$ cat config.mk
export PLATFORM = sky130hd
export DESIGN_NAME = wlt_top
export DESIGN_NICKNAME = d
export VERILOG_FILES = /design/src/core/wlt_delay_qual.v /design/src/core/wlt_top.v
export VERILOG_INCLUDE_DIRS = /design/src /design/src/core
export SDC_FILE = /design/constraint.sdc
export NUM_CORES = 1
export LEC_CHECK = 0
export ABC_AREA = 1
export BUFFER_PORTS_ARGS = -buffer_cell sky130_fd_sc_hd__buf_2
export CAP_MARGIN = 20
export CORE_ASPECT_RATIO = 1.1
export CORE_MARGIN = 2
export CORE_UTILIZATION = 55
export DETAILED_ROUTE_END_ITERATION = 10
export GPL_TIMING_DRIVEN = 0
export PLACE_DENSITY_LB_ADDON = 0.12
export RECOVER_POWER = 25
export SLEW_MARGIN = 20
export SYNTH_ARGS = -nofsm -noshare
export SYNTH_HDL_FRONTEND = slang
export SYNTH_SLANG_ARGS = --single-unit
$ cat constraint.sdc
create_clock -name pclk -period 5.95 [get_ports pclk]
set_input_delay 0.2975 -clock pclk [delete_from_list [all_inputs] [get_ports pclk]]
set_output_delay 0.2975 -clock pclk [all_outputs]
set_load 0.03 [all_outputs]
$ cat src/core/wlt_defines.vh
// constants for the window and level trigger block
`ifndef WLT_DEFINES_VH
`define WLT_DEFINES_VH

// =====================================================
// register offsets (byte addresses)
`define WLT_OFF_CTRL     12'h000
`define WLT_OFF_WIN_UP   12'h004
`define WLT_OFF_WIN_LO   12'h008
`define WLT_OFF_WIN_HYS  12'h00c
`define WLT_OFF_WIN_DLY  12'h010
`define WLT_OFF_LVL_THR  12'h014
`define WLT_OFF_LVL_HYS  12'h018
`define WLT_OFF_STATUS   12'h01c
`define WLT_OFF_IRQ_ST   12'h020
`define WLT_OFF_IRQ_MSK  12'h024

// =====================================================
// control register fields
`define WLT_CTRL_WIN_POL  0
`define WLT_CTRL_LVL_POL  1
`define WLT_CTRL_COND_LSB 2
`define WLT_CTRL_COND_MSB 3
`define WLT_CTRL_RST      32'h0000_0003

// level condition encodings
`define WLT_COND_BELOW 2'h0
`define WLT_COND_ABOVE 2'h1
`define WLT_COND_BOTH  2'h2

// =====================================================
// reset values of thresholds
`define WLT_WIN_UP_RST 32'h0000_0001
`define WLT_ZERO32     32'h0000_0000

// interrupt status / mask bits
`define WLT_IRQ_WIN  0
`define WLT_IRQ_LVL  1
`define WLT_IRQ_BITS 2

// =====================================================
// timing: sample periods per millisecond at the default sample rate
`define WLT_SAMPLE_HZ 19200
`define WLT_MS_PER_S  1000

`endif

$ cat src/core/wlt_delay_qual.v
// qualifying delay counter for the window trigger
`timescale 1ns/1ps
`include "wlt_defines.vh"

module wlt_delay_qual #(
  parameter CNT_W = 32
) (
  input wire pclk,
  input wire presetn,
  input wire sample_stb,
  input wire restart,
  input wire [CNT_W-1:0] limit,
  output reg done_reg
);

  reg [CNT_W-1:0] cnt_reg;
  wire [CNT_W-1:0] cnt_next;

  // saturate so a long candidate never wraps back below the limit
  assign cnt_next = (cnt_reg == {CNT_W{1'b1}}) ? cnt_reg : cnt_reg + {{(CNT_W-1){1'b0}}, 1'b1};

  always @(posedge pclk or negedge presetn) begin
    if (!presetn) begin
      cnt_reg <= {CNT_W{1'b0}};
      done_reg <= 1'b0;
    end else if (sample_stb) begin
      if (restart) begin
        cnt_reg <= {{(CNT_W-1){1'b0}}, 1'b1};
        done_reg <= (limit <= {{(CNT_W-1){1'b0}}, 1'b1});
      end else begin
        cnt_reg <= cnt_next;
        done_reg <= (cnt_next >= limit);
      end
    end
  end

endmodule

$ cat src/core/wlt_top.v
// window and level trigger with apb register access
//
// Added by the designer: register access over APB and the placing of the registers.
`timescale 1ns/1ps
`include "wlt_defines.vh"

module wlt_top #(
  parameter DATA_W = 32,
  parameter SAMPLES_PER_MS = `WLT_SAMPLE_HZ / `WLT_MS_PER_S
) (
  input wire pclk,
  input wire presetn,
  input wire psel,
  input wire penable,
  input wire pwrite,
  input wire [11:0] paddr,
  input wire [31:0] pwdata,
  output reg [31:0] prdata,
  output reg pready,
  output reg pslverr,
  input wire sample_stb,
  input wire sample_valid,
  input wire [DATA_W-1:0] sample_data,
  output reg win_flag,
  output reg lvl_flag,
  output reg irq
);

  // =====================================================
  // apb registers
  reg [31:0] ctrl_reg;
  reg signed [31:0] win_up_reg;
  reg signed [31:0] win_lo_reg;
  reg signed [31:0] win_hys_reg;
  reg [31:0] win_dly_reg;
  reg signed [31:0] lvl_thr_reg;
  reg signed [31:0] lvl_hys_reg;
  reg [`WLT_IRQ_BITS-1:0] irq_st_reg;
  reg [`WLT_IRQ_BITS-1:0] irq_msk_reg;

  wire win_pol = ctrl_reg[`WLT_CTRL_WIN_POL];
  wire lvl_pol = ctrl_reg[`WLT_CTRL_LVL_POL];
  wire [1:0] cond = ctrl_reg[`WLT_CTRL_COND_MSB:`WLT_CTRL_COND_LSB];

  wire acc = psel & penable;
  wire wr = acc & pwrite;
  // unmapped offsets answer with pslverr and read as zero
  wire known = (paddr == `WLT_OFF_CTRL) || (paddr == `WLT_OFF_WIN_UP) || (paddr == `WLT_OFF_WIN_LO) ||
               (paddr == `WLT_OFF_WIN_HYS) || (paddr == `WLT_OFF_WIN_DLY) || (paddr == `WLT_OFF_LVL_THR) ||
               (paddr == `WLT_OFF_LVL_HYS) || (paddr == `WLT_OFF_STATUS) || (paddr == `WLT_OFF_IRQ_ST) ||
               (paddr == `WLT_OFF_IRQ_MSK);

  // =====================================================
  // sample input synchroniser (comes from the measurement chain clock-wise outside)
  reg stb_s1_reg;
  reg stb_s2_reg;
  reg stb_s3_reg;
  reg val_s1_reg;
  reg val_s2_reg;
  reg signed [31:0] dat_s1_reg;
  reg signed [31:0] dat_s2_reg;

  always @(posedge pclk or negedge presetn) begin
    if (!presetn) begin
      stb_s1_reg <= 1'b0;
      stb_s2_reg <= 1'b0;
      stb_s3_reg <= 1'b0;
      val_s1_reg <= 1'b0;
      val_s2_reg <= 1'b0;
      dat_s1_reg <= `WLT_ZERO32;
      dat_s2_reg <= `WLT_ZERO32;
    end else begin
      stb_s1_reg <= sample_stb;
      stb_s2_reg <= stb_s1_reg;
      stb_s3_reg <= stb_s2_reg;
      val_s1_reg <= sample_valid;
      val_s2_reg <= val_s1_reg;
      dat_s1_reg <= $signed(sample_data[31:0]);
      dat_s2_reg <= dat_s1_reg;
    end
  end

  // the word is not gray coded: the far side must settle it a clock ahead of the strobe
  // one evaluation per rising edge of the sample strobe
  wire upd = stb_s2_reg & ~stb_s3_reg;
  wire signed [31:0] x = dat_s2_reg;
  wire x_ok = val_s2_reg;

  // =====================================================
  // window trigger
  // 33-bit sums avoid overflow when thresholds sit near full scale
  wire signed [32:0] up_hys = {win_up_reg[31], win_up_reg} + {win_hys_reg[31], win_hys_reg};
  wire signed [32:0] lo_hys = {win_lo_reg[31], win_lo_reg} - {win_hys_reg[31], win_hys_reg};
  wire signed [32:0] xe = {x[31], x};
  wire in_core = (x >= win_lo_reg) && (x <= win_up_reg);
  wire in_wide = (xe >= lo_hys) && (xe <= up_hys);

  reg win_in_reg;
  reg win_cand_reg;
  // an overlong delay saturates rather than wrapping to a short one
  wire [63:0] dly_prod = win_dly_reg * SAMPLES_PER_MS;
  wire [31:0] dly_lim = (dly_prod[63:32] != 32'h0000_0000) ? 32'hffff_ffff : dly_prod[31:0];
  wire dly_done;

  // the delay counts from the last threshold crossing, so leaving through the
  // hysteresis band later is not held back a second time
  wire cand_now = in_core;
  wire restart = (cand_now != win_cand_reg);

  wlt_delay_qual #(
    .CNT_W(32)
  ) u_dly (
    .pclk(pclk),
    .presetn(presetn),
    .sample_stb(upd),
    .restart(restart),
    .limit(dly_lim),
    .done_reg(dly_done)
  );

  reg win_in_next;
  always @* begin
    win_in_next = win_in_reg;
    if (!x_ok) begin
      win_in_next = 1'b0;
    end else if (!win_in_reg) begin
      // entry across a threshold waits for the delay
      if (in_core && (win_dly_reg == `WLT_ZERO32 || (!restart && dly_done))) begin
        win_in_next = 1'b1;
      end
    end else if (!in_wide) begin
      // leaving past the hysteresis band, delay only counts the crossing
      if (win_dly_reg == `WLT_ZERO32 || (!restart && dly_done)) begin
        win_in_next = 1'b0;
      end
    end
  end

  // =====================================================
  // level trigger
  wire signed [32:0] thr_e = {lvl_thr_reg[31], lvl_thr_reg};
  wire signed [32:0] hys_e = {lvl_hys_reg[31], lvl_hys_reg};
  wire above = x > lvl_thr_reg;
  wire below = x < lvl_thr_reg;
  // arm: the input came back by the hysteresis amount since the last event
  // fresh: validity returned and no event has happened since
  reg lvl_act_reg;
  reg lvl_arm_reg;
  reg lvl_fresh_reg;
  reg lvl_dir_reg;
  reg lvl_act_next;
  reg lvl_arm_next;
  reg lvl_fresh_next;
  reg lvl_dir_next;

  always @* begin
    lvl_act_next = lvl_act_reg;
    lvl_arm_next = lvl_arm_reg;
    lvl_fresh_next = lvl_fresh_reg;
    lvl_dir_next = lvl_dir_reg;
    if (!x_ok) begin
      lvl_act_next = 1'b0;
      lvl_arm_next = 1'b1;
      lvl_fresh_next = 1'b1;
    end else begin
      if (lvl_act_reg) begin
        // release requires return across the threshold by the hysteresis amount
        if (lvl_dir_reg ? (xe <= thr_e - hys_e) : (xe >= thr_e + hys_e)) begin
          lvl_act_next = 1'b0;
          lvl_arm_next = 1'b1;
        end else if (lvl_fresh_reg && (lvl_dir_reg ? !above : !below)) begin
          lvl_act_next = 1'b0;
        end
      end
      // a release and a crossing the other way may fall in one sample
      if (!lvl_act_next && (lvl_arm_next || lvl_fresh_next)) begin
        if (above && (cond != `WLT_COND_BELOW)) begin
          lvl_act_next = 1'b1;
          lvl_dir_next = 1'b1;
          lvl_arm_next = 1'b0;
          lvl_fresh_next = 1'b0;
        end else if (below && (cond != `WLT_COND_ABOVE)) begin
          lvl_act_next = 1'b1;
          lvl_dir_next = 1'b0;
          lvl_arm_next = 1'b0;
          lvl_fresh_next = 1'b0;
        end
      end
    end
  end

  // =====================================================
  // state updated only on a sample; flags also follow a polarity change between samples
  always @(posedge pclk or negedge presetn) begin
    if (!presetn) begin
      win_in_reg <= 1'b0;
      win_cand_reg <= 1'b0;
      lvl_act_reg <= 1'b0;
      lvl_arm_reg <= 1'b1;
      lvl_fresh_reg <= 1'b1;
      lvl_dir_reg <= 1'b0;
      win_flag <= 1'b0;
      lvl_flag <= 1'b0;
    end else if (upd) begin
      win_in_reg <= win_in_next;
      win_cand_reg <= x_ok ? cand_now : 1'b0;
      lvl_act_reg <= lvl_act_next;
      lvl_arm_reg <= lvl_arm_next;
      lvl_fresh_reg <= lvl_fresh_next;
      lvl_dir_reg <= lvl_dir_next;
      win_flag <= win_in_next ? win_pol : ~win_pol;
      lvl_flag <= lvl_act_next ? lvl_pol : ~lvl_pol;
    end else begin
      // polarity change shows at once, not at the next sample
      win_flag <= win_in_reg ? win_pol : ~win_pol;
      lvl_flag <= lvl_act_reg ? lvl_pol : ~lvl_pol;
    end
  end

  // =====================================================
  // interrupt events: a change of trigger state
  wire [`WLT_IRQ_BITS-1:0] ev;
  assign ev[`WLT_IRQ_WIN] = upd & (win_in_next != win_in_reg);
  assign ev[`WLT_IRQ_LVL] = upd & (lvl_act_next != lvl_act_reg);
  wire [`WLT_IRQ_BITS-1:0] w1c = (wr && paddr == `WLT_OFF_IRQ_ST) ? pwdata[`WLT_IRQ_BITS-1:0] : 2'h0;
  // the output follows a mask write in the same cycle, not one later
  wire [`WLT_IRQ_BITS-1:0] msk_next = (wr && paddr == `WLT_OFF_IRQ_MSK) ? pwdata[`WLT_IRQ_BITS-1:0] : irq_msk_reg;
  // set wins over a same-cycle clear
  wire [`WLT_IRQ_BITS-1:0] st_next = (irq_st_reg & ~w1c) | ev;

  // =====================================================
  // register writes; limits are stored as given, never checked
  always @(posedge pclk or negedge presetn) begin
    if (!presetn) begin
      ctrl_reg <= `WLT_CTRL_RST;
      win_up_reg <= `WLT_WIN_UP_RST;
      win_lo_reg <= `WLT_ZERO32;
      win_hys_reg <= `WLT_ZERO32;
      win_dly_reg <= `WLT_ZERO32;
      lvl_thr_reg <= `WLT_ZERO32;
      lvl_hys_reg <= `WLT_ZERO32;
      irq_st_reg <= 2'h0;
      irq_msk_reg <= 2'h0;
      irq <= 1'b0;
    end else begin
      if (wr) begin
        case (paddr)
          `WLT_OFF_CTRL: ctrl_reg <= pwdata;
          `WLT_OFF_WIN_UP: win_up_reg <= pwdata;
          `WLT_OFF_WIN_LO: win_lo_reg <= pwdata;
          `WLT_OFF_WIN_HYS: win_hys_reg <= pwdata;
          `WLT_OFF_WIN_DLY: win_dly_reg <= pwdata;
          `WLT_OFF_LVL_THR: lvl_thr_reg <= pwdata;
          `WLT_OFF_LVL_HYS: lvl_hys_reg <= pwdata;
          `WLT_OFF_IRQ_MSK: irq_msk_reg <= pwdata[`WLT_IRQ_BITS-1:0];
          default: ;
        endcase
      end
      irq_st_reg <= st_next;
      irq <= |(st_next & msk_next);
    end
  end

  // =====================================================
  // apb read and answer, zero wait states
  always @(posedge pclk or negedge presetn) begin
    if (!presetn) begin
      prdata <= `WLT_ZERO32;
      pready <= 1'b0;
      pslverr <= 1'b0;
    end else begin
      pready <= psel & ~penable;
      pslverr <= psel & ~penable & ~known;
      prdata <= `WLT_ZERO32;
      if (psel && !penable && !pwrite) begin
        case (paddr)
          `WLT_OFF_CTRL: prdata <= ctrl_reg;
          `WLT_OFF_WIN_UP: prdata <= win_up_reg;
          `WLT_OFF_WIN_LO: prdata <= win_lo_reg;
          `WLT_OFF_WIN_HYS: prdata <= win_hys_reg;
          `WLT_OFF_WIN_DLY: prdata <= win_dly_reg;
          `WLT_OFF_LVL_THR: prdata <= lvl_thr_reg;
          `WLT_OFF_LVL_HYS: prdata <= lvl_hys_reg;
          `WLT_OFF_STATUS: prdata <= {28'h0000000, x_ok, lvl_act_reg, win_in_reg, win_cand_reg};
          `WLT_OFF_IRQ_ST: prdata <= {30'h0, irq_st_reg};
          `WLT_OFF_IRQ_MSK: prdata <= {30'h0, irq_msk_reg};
          default: prdata <= `WLT_ZERO32;
        endcase
      end
    end
  end

endmodule

-- Word level (Yosys, flattened, before mapping)
Cells that the tools add are included.
W data, S select, Z words.
- register bits: 373
- latch bits: 0
- memory bits (writable): 0
- ROM bits: 0
- input port bits: 83
- output and inout bits: 37
- word-level logic and storage cells: 165
- memories kept: 0
- add/subtract/negate cells: 5
- multipliers: 1
- div/mod/pow operators: 0
- magnitude comparators: 10
- equal/unequal tests: 16
- shifts and indexed selects: 0
- muxes and demuxes: 42
- bitwise logic cells: 16
- reductions and logical operators: 45
- operator list (cell ; count):
    $pmux W32 S10 ; 1
    $mux W32 ; 4
    $add A32 B32 Y33 ; 2
    $ge A32 B33 Y1 ; 2
    $le A32 B33 Y1 ; 2
    $sub A32 B32 Y33 ; 2
    $ge A32 B32 Y1 ; 2
    $eq A12 B5 Y1 const B ; 4
    $mul A32 B5 Y37 const B ; 1
    $mux W1 ; 35
    $add A32 B1 Y32 const B ; 1
    $eq A32 B32 Y1 const B ; 1
    $gt A32 B32 Y1 ; 1
    $le A32 B1 Y1 const B ; 1
    $le A32 B32 Y1 ; 1
    $logic_not A32 Y1 ; 1
    $lt A32 B32 Y1 ; 1
    $reduce_bool A32 Y1 ; 1
    $eq A12 B4 Y1 const B ; 2
    $eq A12 B6 Y1 const B ; 2
    $reduce_and A2 Y1 ; 8
    $eq A12 B3 Y1 const B ; 1
    $logic_and A1 B1 Y1 ; 12
    $logic_not A12 Y1 ; 1
    other kinds (15) ; 46

-- Depth between registers and ports, before layout
- word-level depth: 17
- mapped depth: 40
- mapped depth without buffers: 39

-- Hierarchy
From an unflattened synthesis, not the netlist that was laid out.
- cells, all modules: 4258
- area, all modules: 32093.3 um2
- by module, submodules not included (module ; times used ; cells each ; area an instance (um2) ; seq. area each (um2)):
    wlt_top ; 1 ; 3714 ; 28803.9 ; 8514.4
    wlt_delay_qual ; 1 ; 544 ; 3289.4 ; 825.8

-- Worst setup path before layout
No wires, ideal clock.
- kind: reg2reg
- from: register win_dly_reg[1]
- to: register u_dly.done_reg
- setup time: 0.073 ns
- arrival: 4.316 ns
- data required time: 5.877 ns
- slack: 1.561 ns
- cell stages (with the launch flop): 32
- buffers on the path: 1
- clock period less this slack: 4.389 ns
- path through: dfrtp_1 ha_1 inv_1 fa_1 inv_1 ha_1 a21oi_2 nand2_2 nand2_2 nand3_2 nand2_2 nand2_2 nand2_2 nand2_1 nand2_1 nand2_2 nand3_4 nor2_8 nand2_4 clkbuf_1 nor2_1 ha_1 nand2_1 inv_1 nand3_1 nor3_1 and3_1 nand4_1 and3_1 o21ai_0 inv_1 a21oi_2
- word-level cells in the longest chain between the ends: 5
- elaborated cells on any way between the ends: 6
- classes of those cells: mul (1); order compare (2); mux (2); reduce/logical (1)
- ends and longest elaborated chain (what ; RTL line ; RTL):
    from (decl) ; wlt_top.v:35 ; reg [31:0] win_dly_reg;
    from (signal assigned) ; wlt_top.v:239 ; win_dly_reg <= `WLT_ZERO32;
    from (signal assigned) ; wlt_top.v:252 ; `WLT_OFF_WIN_DLY: win_dly_reg <= pwdata;
    $mul A32 B5 Y37 (*) ; wlt_top.v:101 ; wire [63:0] dly_prod = win_dly_reg * SAMPLES_PER_MS;
    $reduce_bool A32 Y1 ; wlt_top.v:102 ; wire [31:0] dly_lim = (dly_prod[63:32] != 32'h0000_0000) ? 32'hffff_ffff : dly_prod[31:0];
    $mux W32 (*) ; wlt_top.v:102 ;
    $ge A32 B32 Y1 or $le A32 B1 Y1 (tied branches) ; wlt_delay_qual.v:32, wlt_delay_qual.v:29 ;
    $mux W1 (*) ; wlt_delay_qual.v:27 ; if (restart) begin
    to (signal assigned) ; wlt_delay_qual.v:29 ; done_reg <= (limit <= {{(CNT_W-1){1'b0}}, 1'b1});
    to (signal assigned) ; wlt_delay_qual.v:32 ; done_reg <= (cnt_next >= limit);
    to (decl) ; wlt_delay_qual.v:13 ; output reg done_reg
Mark *: on every way between the ends. The rest lies on a longest branch, timed or not.
A chain may end at the register's enable or synchronous reset.

-- Final worst setup path
- from: register win_lo_reg[0]
- to: register irq
- word-level cells in the longest chain between the ends: 15
- elaborated cells on any way between the ends: 20
- classes of those cells: add/sub (1); order compare (2); eq/ne (2); mux (5); bitwise (3); reduce/logical (7)
- ends and longest elaborated chain (what ; RTL line ; RTL):
    from (decl) ; wlt_top.v:33 ; reg signed [31:0] win_lo_reg;
    from (signal assigned) ; wlt_top.v:237 ; win_lo_reg <= `WLT_ZERO32;
    from (signal assigned) ; wlt_top.v:250 ; `WLT_OFF_WIN_LO: win_lo_reg <= pwdata;
    parallel branches: the longest is 8 deep, another holds $sub A32 B32 Y33 ; -- ;
    $mux W1 (*) ; wlt_top.v:126 ; end else if (!win_in_reg) begin
    $mux W1 (*) ; wlt_top.v:124 ; if (!x_ok) begin
    $ne A1 B1 Y1 (*) ; wlt_top.v:223 ; assign ev[`WLT_IRQ_WIN] = upd & (win_in_next != win_in_reg);
    $and A1 B1 Y1 (*) ; wlt_top.v:223 ;
    $or A2 B2 Y2 (*) ; wlt_top.v:229 ; wire [`WLT_IRQ_BITS-1:0] st_next = (irq_st_reg & ~w1c) | ev;
    net st_next[0] ; wlt_top.v:229 ;
    $and A2 B2 Y2 (*) ; wlt_top.v:260 ; irq <= |(st_next & msk_next);
    $reduce_or A2 Y1 (*) ; wlt_top.v:260 ;
    to (signal assigned) ; wlt_top.v:260 ;
    to (decl) ; wlt_top.v:26 ; output reg irq
Mark *: on every way through the listed nets, which the timed path passes.

==> results_dict.tcl <==
set metrics [dict create \
    status "finished, violations left" \
    failed_checks "max-capacitance violations, max-slew violations" \
    async_reset_ff_share_pct 100.0 \
    synth_top_cell_by_area "dfrtp_1" \
    peakVddDrop_v 0.0002020 \
    clk_path_buf_depth 3 \
    clk_pin_slew_worst_paths_ns 0.06 \
    yosysTopAreaCellShare_pct 29.20 \
    rows 92 \
    synth_most_common_cell "nand2_1" \
    placed_area_um2 33220 \
    ant_nets 0 \
    insertion_delay_ns 0.61 \
    powerDensity_nw_per_um2 179.8 \
    syn_area_per_cell_um2 7.520 \
    htreeDepth 2 \
    routed_wirelength_mm 113.0 \
    drtIter0Drc 2809 \
    pin_count 120 \
    hold_viol 0 \
    hpwl_mm 92.77 \
    port-buffer-count 119 \
    synth_top_family_by_area "adder cells" \
    critPathMaxFanout 4 \
    fin_crit_ns 5.562 \
    drv_cap 1 \
    numCtsBuffers 46 \
    grt_pass1_vias 29420 \
    finalPower_mw 6.325 \
    die_h_um 255.2 \
    setup_viol_count_final 0 \
    synth_fa_ha_area_share_pct 20.24 \
    worstPathArrival_ns 6.05 \
    synth_edf_count 0 \
    tightestPinTransition_ns 4.319 \
    nets 4979 \
    initial_core_util_pct 55.35 \
    fin_crit_sh_pct 93.48 \
    via_per_inst 5.773 \
    grt_overflow 0 \
    worst_path_most_repeated_cell "nand2_1" \
    cellLeakagePower_nw 17.42 \
    slew_viol_final 72 \
    critPathSlowestCell "dfrtp_1" \
    yosys_warnings 0 \
    end_kind "flop" \
    worst_setup_path_start_kind "flop" \
    yosys.area_share.simple_pct 19.30 \
    dr.pass1.iters 6 \
    relSlewSlack_pct -187.9 \
    fillers 5327 \
    rsz0062_at_grt "false" \
    grt_max_degree 96 \
    synth_nets 4768 \
    slowest_delay_ns 0.45 \
    fin_skew_ns 0.01629 \
    critPathRequiredTime_ns 6.44 \
    synthMuxAreaShare_pct 0 \
    synthCells 4194 \
    coreArea_um2 56980 \
    route.detailed.drc 0 \
    yosysSeqAreaShare_pct 29.61 \
    synth_flop_cell "dfrtp_1" \
    grt_pass1_wl_mm 169.4 \
    cts_tree "built" \
    synth_cell_type_count 60 \
    antenna_found_initial 2 \
    clock.fmax_mhz 179.8 \
    vias 29980 \
    ctsRootBufferMaster "clkbuf_16" \
    critical_path_class "reg2reg" \
    gp_congestion 1.033 \
    fin_area_um2 35180 \
    hold_path_class "in2reg" \
    wire_per_inst_um 21.76 \
    syn_to_final_growth_pct 11.55 \
    grt_usage_pct 38.13 \
    ys_ff_latch 373 \
    synth_common_cells "nand2_1 (842), inv_1 (662), ha_1 (459)" \
    dp_cells 5070 \
    fp.dieW_um 232.3 \
    num_antenna_cells 0 \
    hold_ws_ns 0.1471 \
    dieArea_um2 59280 \
    synth_compound_area_share_pct 17.02 \
    synth_area_leaders "dfrtp_1 (29%), ha_1 (18%), nand2_1 (10%)" \
    cts.sinks 373 \
    instances_no_fill 5194 \
    layout-drive-gt1-share_pct 5.988 \
    mappedNetlistArea_um2 31540 \
    synth_xor_area_share_pct 4.693 \
]
what timing repair did:
item / CTS / global route
setup buffers: 0 / 1
endpoints found under the hold margin: 102 / 0
hold buffers: 38 / 0
resized for setup: 1 / 7
pin swaps: 0 / 1
endpoints found under the setup margin: 4 / 7
cell type report:
| type | instances | area (um2) | area share (%) |
|---|---|---|---|
| Timing Repair Buffer | 163 | 1099 | 3.122 |
| Clock inverter | 25 | 251.5 | 0.7148 |
| Clock buffer | 60 | 1305 | 3.709 |
| Inverter | 666 | 2500 | 7.105 |
| Buffer | 96 | 380.4 | 1.081 |
| Tap cell | 752 | 940.9 | 2.674 |
| Sequential cell | 373 | 9340 | 26.55 |
| Multi-Input combinational cell | 3059 | 19370 | 55.05 |
cells in the final DEF, fill, tap and decap left out, types with 10 or more instances in the layout:
cell type and n:
a2111oi_0 13, a21o_1 11, a21oi_1 319, a221oi_1 31, a31oi_1 14, buf_2 121, clkbuf_1 97, clkbuf_16 47
clkinv_2 14, dfrtp_1 368, dlygate4sd3_1 38, fa_1 32, ha_1 459, inv_1 662, nand2_1 842, nand2_2 13
nand3_1 93, nand4_1 76, nor2_1 308, nor3_1 45, nor4_1 27, o211ai_1 10, o21a_1 20, o21ai_0 373
o21ai_1 18, o21bai_1 22, o22ai_1 77, xnor2_1 33, xor2_1 136
worst paths after layout:
check	start	end	slack, ns	cells past startpoint
min	pwrite	prdata[0]	0.15	4
max	win_lo_reg[0]	irq	0.39	31
max reg2reg	win_lo_reg[0]	irq	0.39	31
min in group asynchronous	presetn	u_dly.cnt_reg[14]	1.78	2
min reg2reg	stb_s1_reg	stb_s2_reg	0.34	0
max in group asynchronous	presetn	ctrl_reg[2]	1.76	2
metrics by stage:
step                      setup slack (ns)  util, %  TNS (ns)
after floorplan                      1.561        -         0
after global placement              -2.816    58.05  -1011.93
after detailed placement           -0.1507    58.29   -0.3514
after CTS                           0.1470    61.70         0
after global routing              0.001472    61.75         0
final                               0.3879    61.75         0
worst max-delay path: cells and delay by family (launching register included):
| kind | cells | cell delay (ns) |
|---|---|---|
| compound gates | 10 | 2.48 |
| simple gates | 13 | 1.19 |
| fa+ha+maj | 3 | 0.81 |
| flops | 1 | 0.45 |
| buf+inv | 4 | 0.33 |
| xor+xnor | 1 | 0.18 |
cells by family after synthesis:
family | after synthesis
adders and majority gates | 491
and+or+nand+nor | 1444
xor gates and xnor gates | 169
buffers and inverters | 762
AOI/OAI and AO/OA | 955
DFF | 373
power by group:
group	switching, mW	internal, mW	leakage (nW)	total [mW]
registers	0.0756	2.59	5.00	2.66
clock network	1.23	1.73	0.784	2.96
logic	0.452	0.251	11.6	0.703
routing by layer:
metal  GRT usage [%]  up-vias  wire length, um
li1                -    14410                -
met1           47.53    14180            45540
met2           64.52     1132            52760
met3           4.612      267             7576
met4           20.70        0             7133
met5               0        -                0
Power figures use the tool's default switching activity.
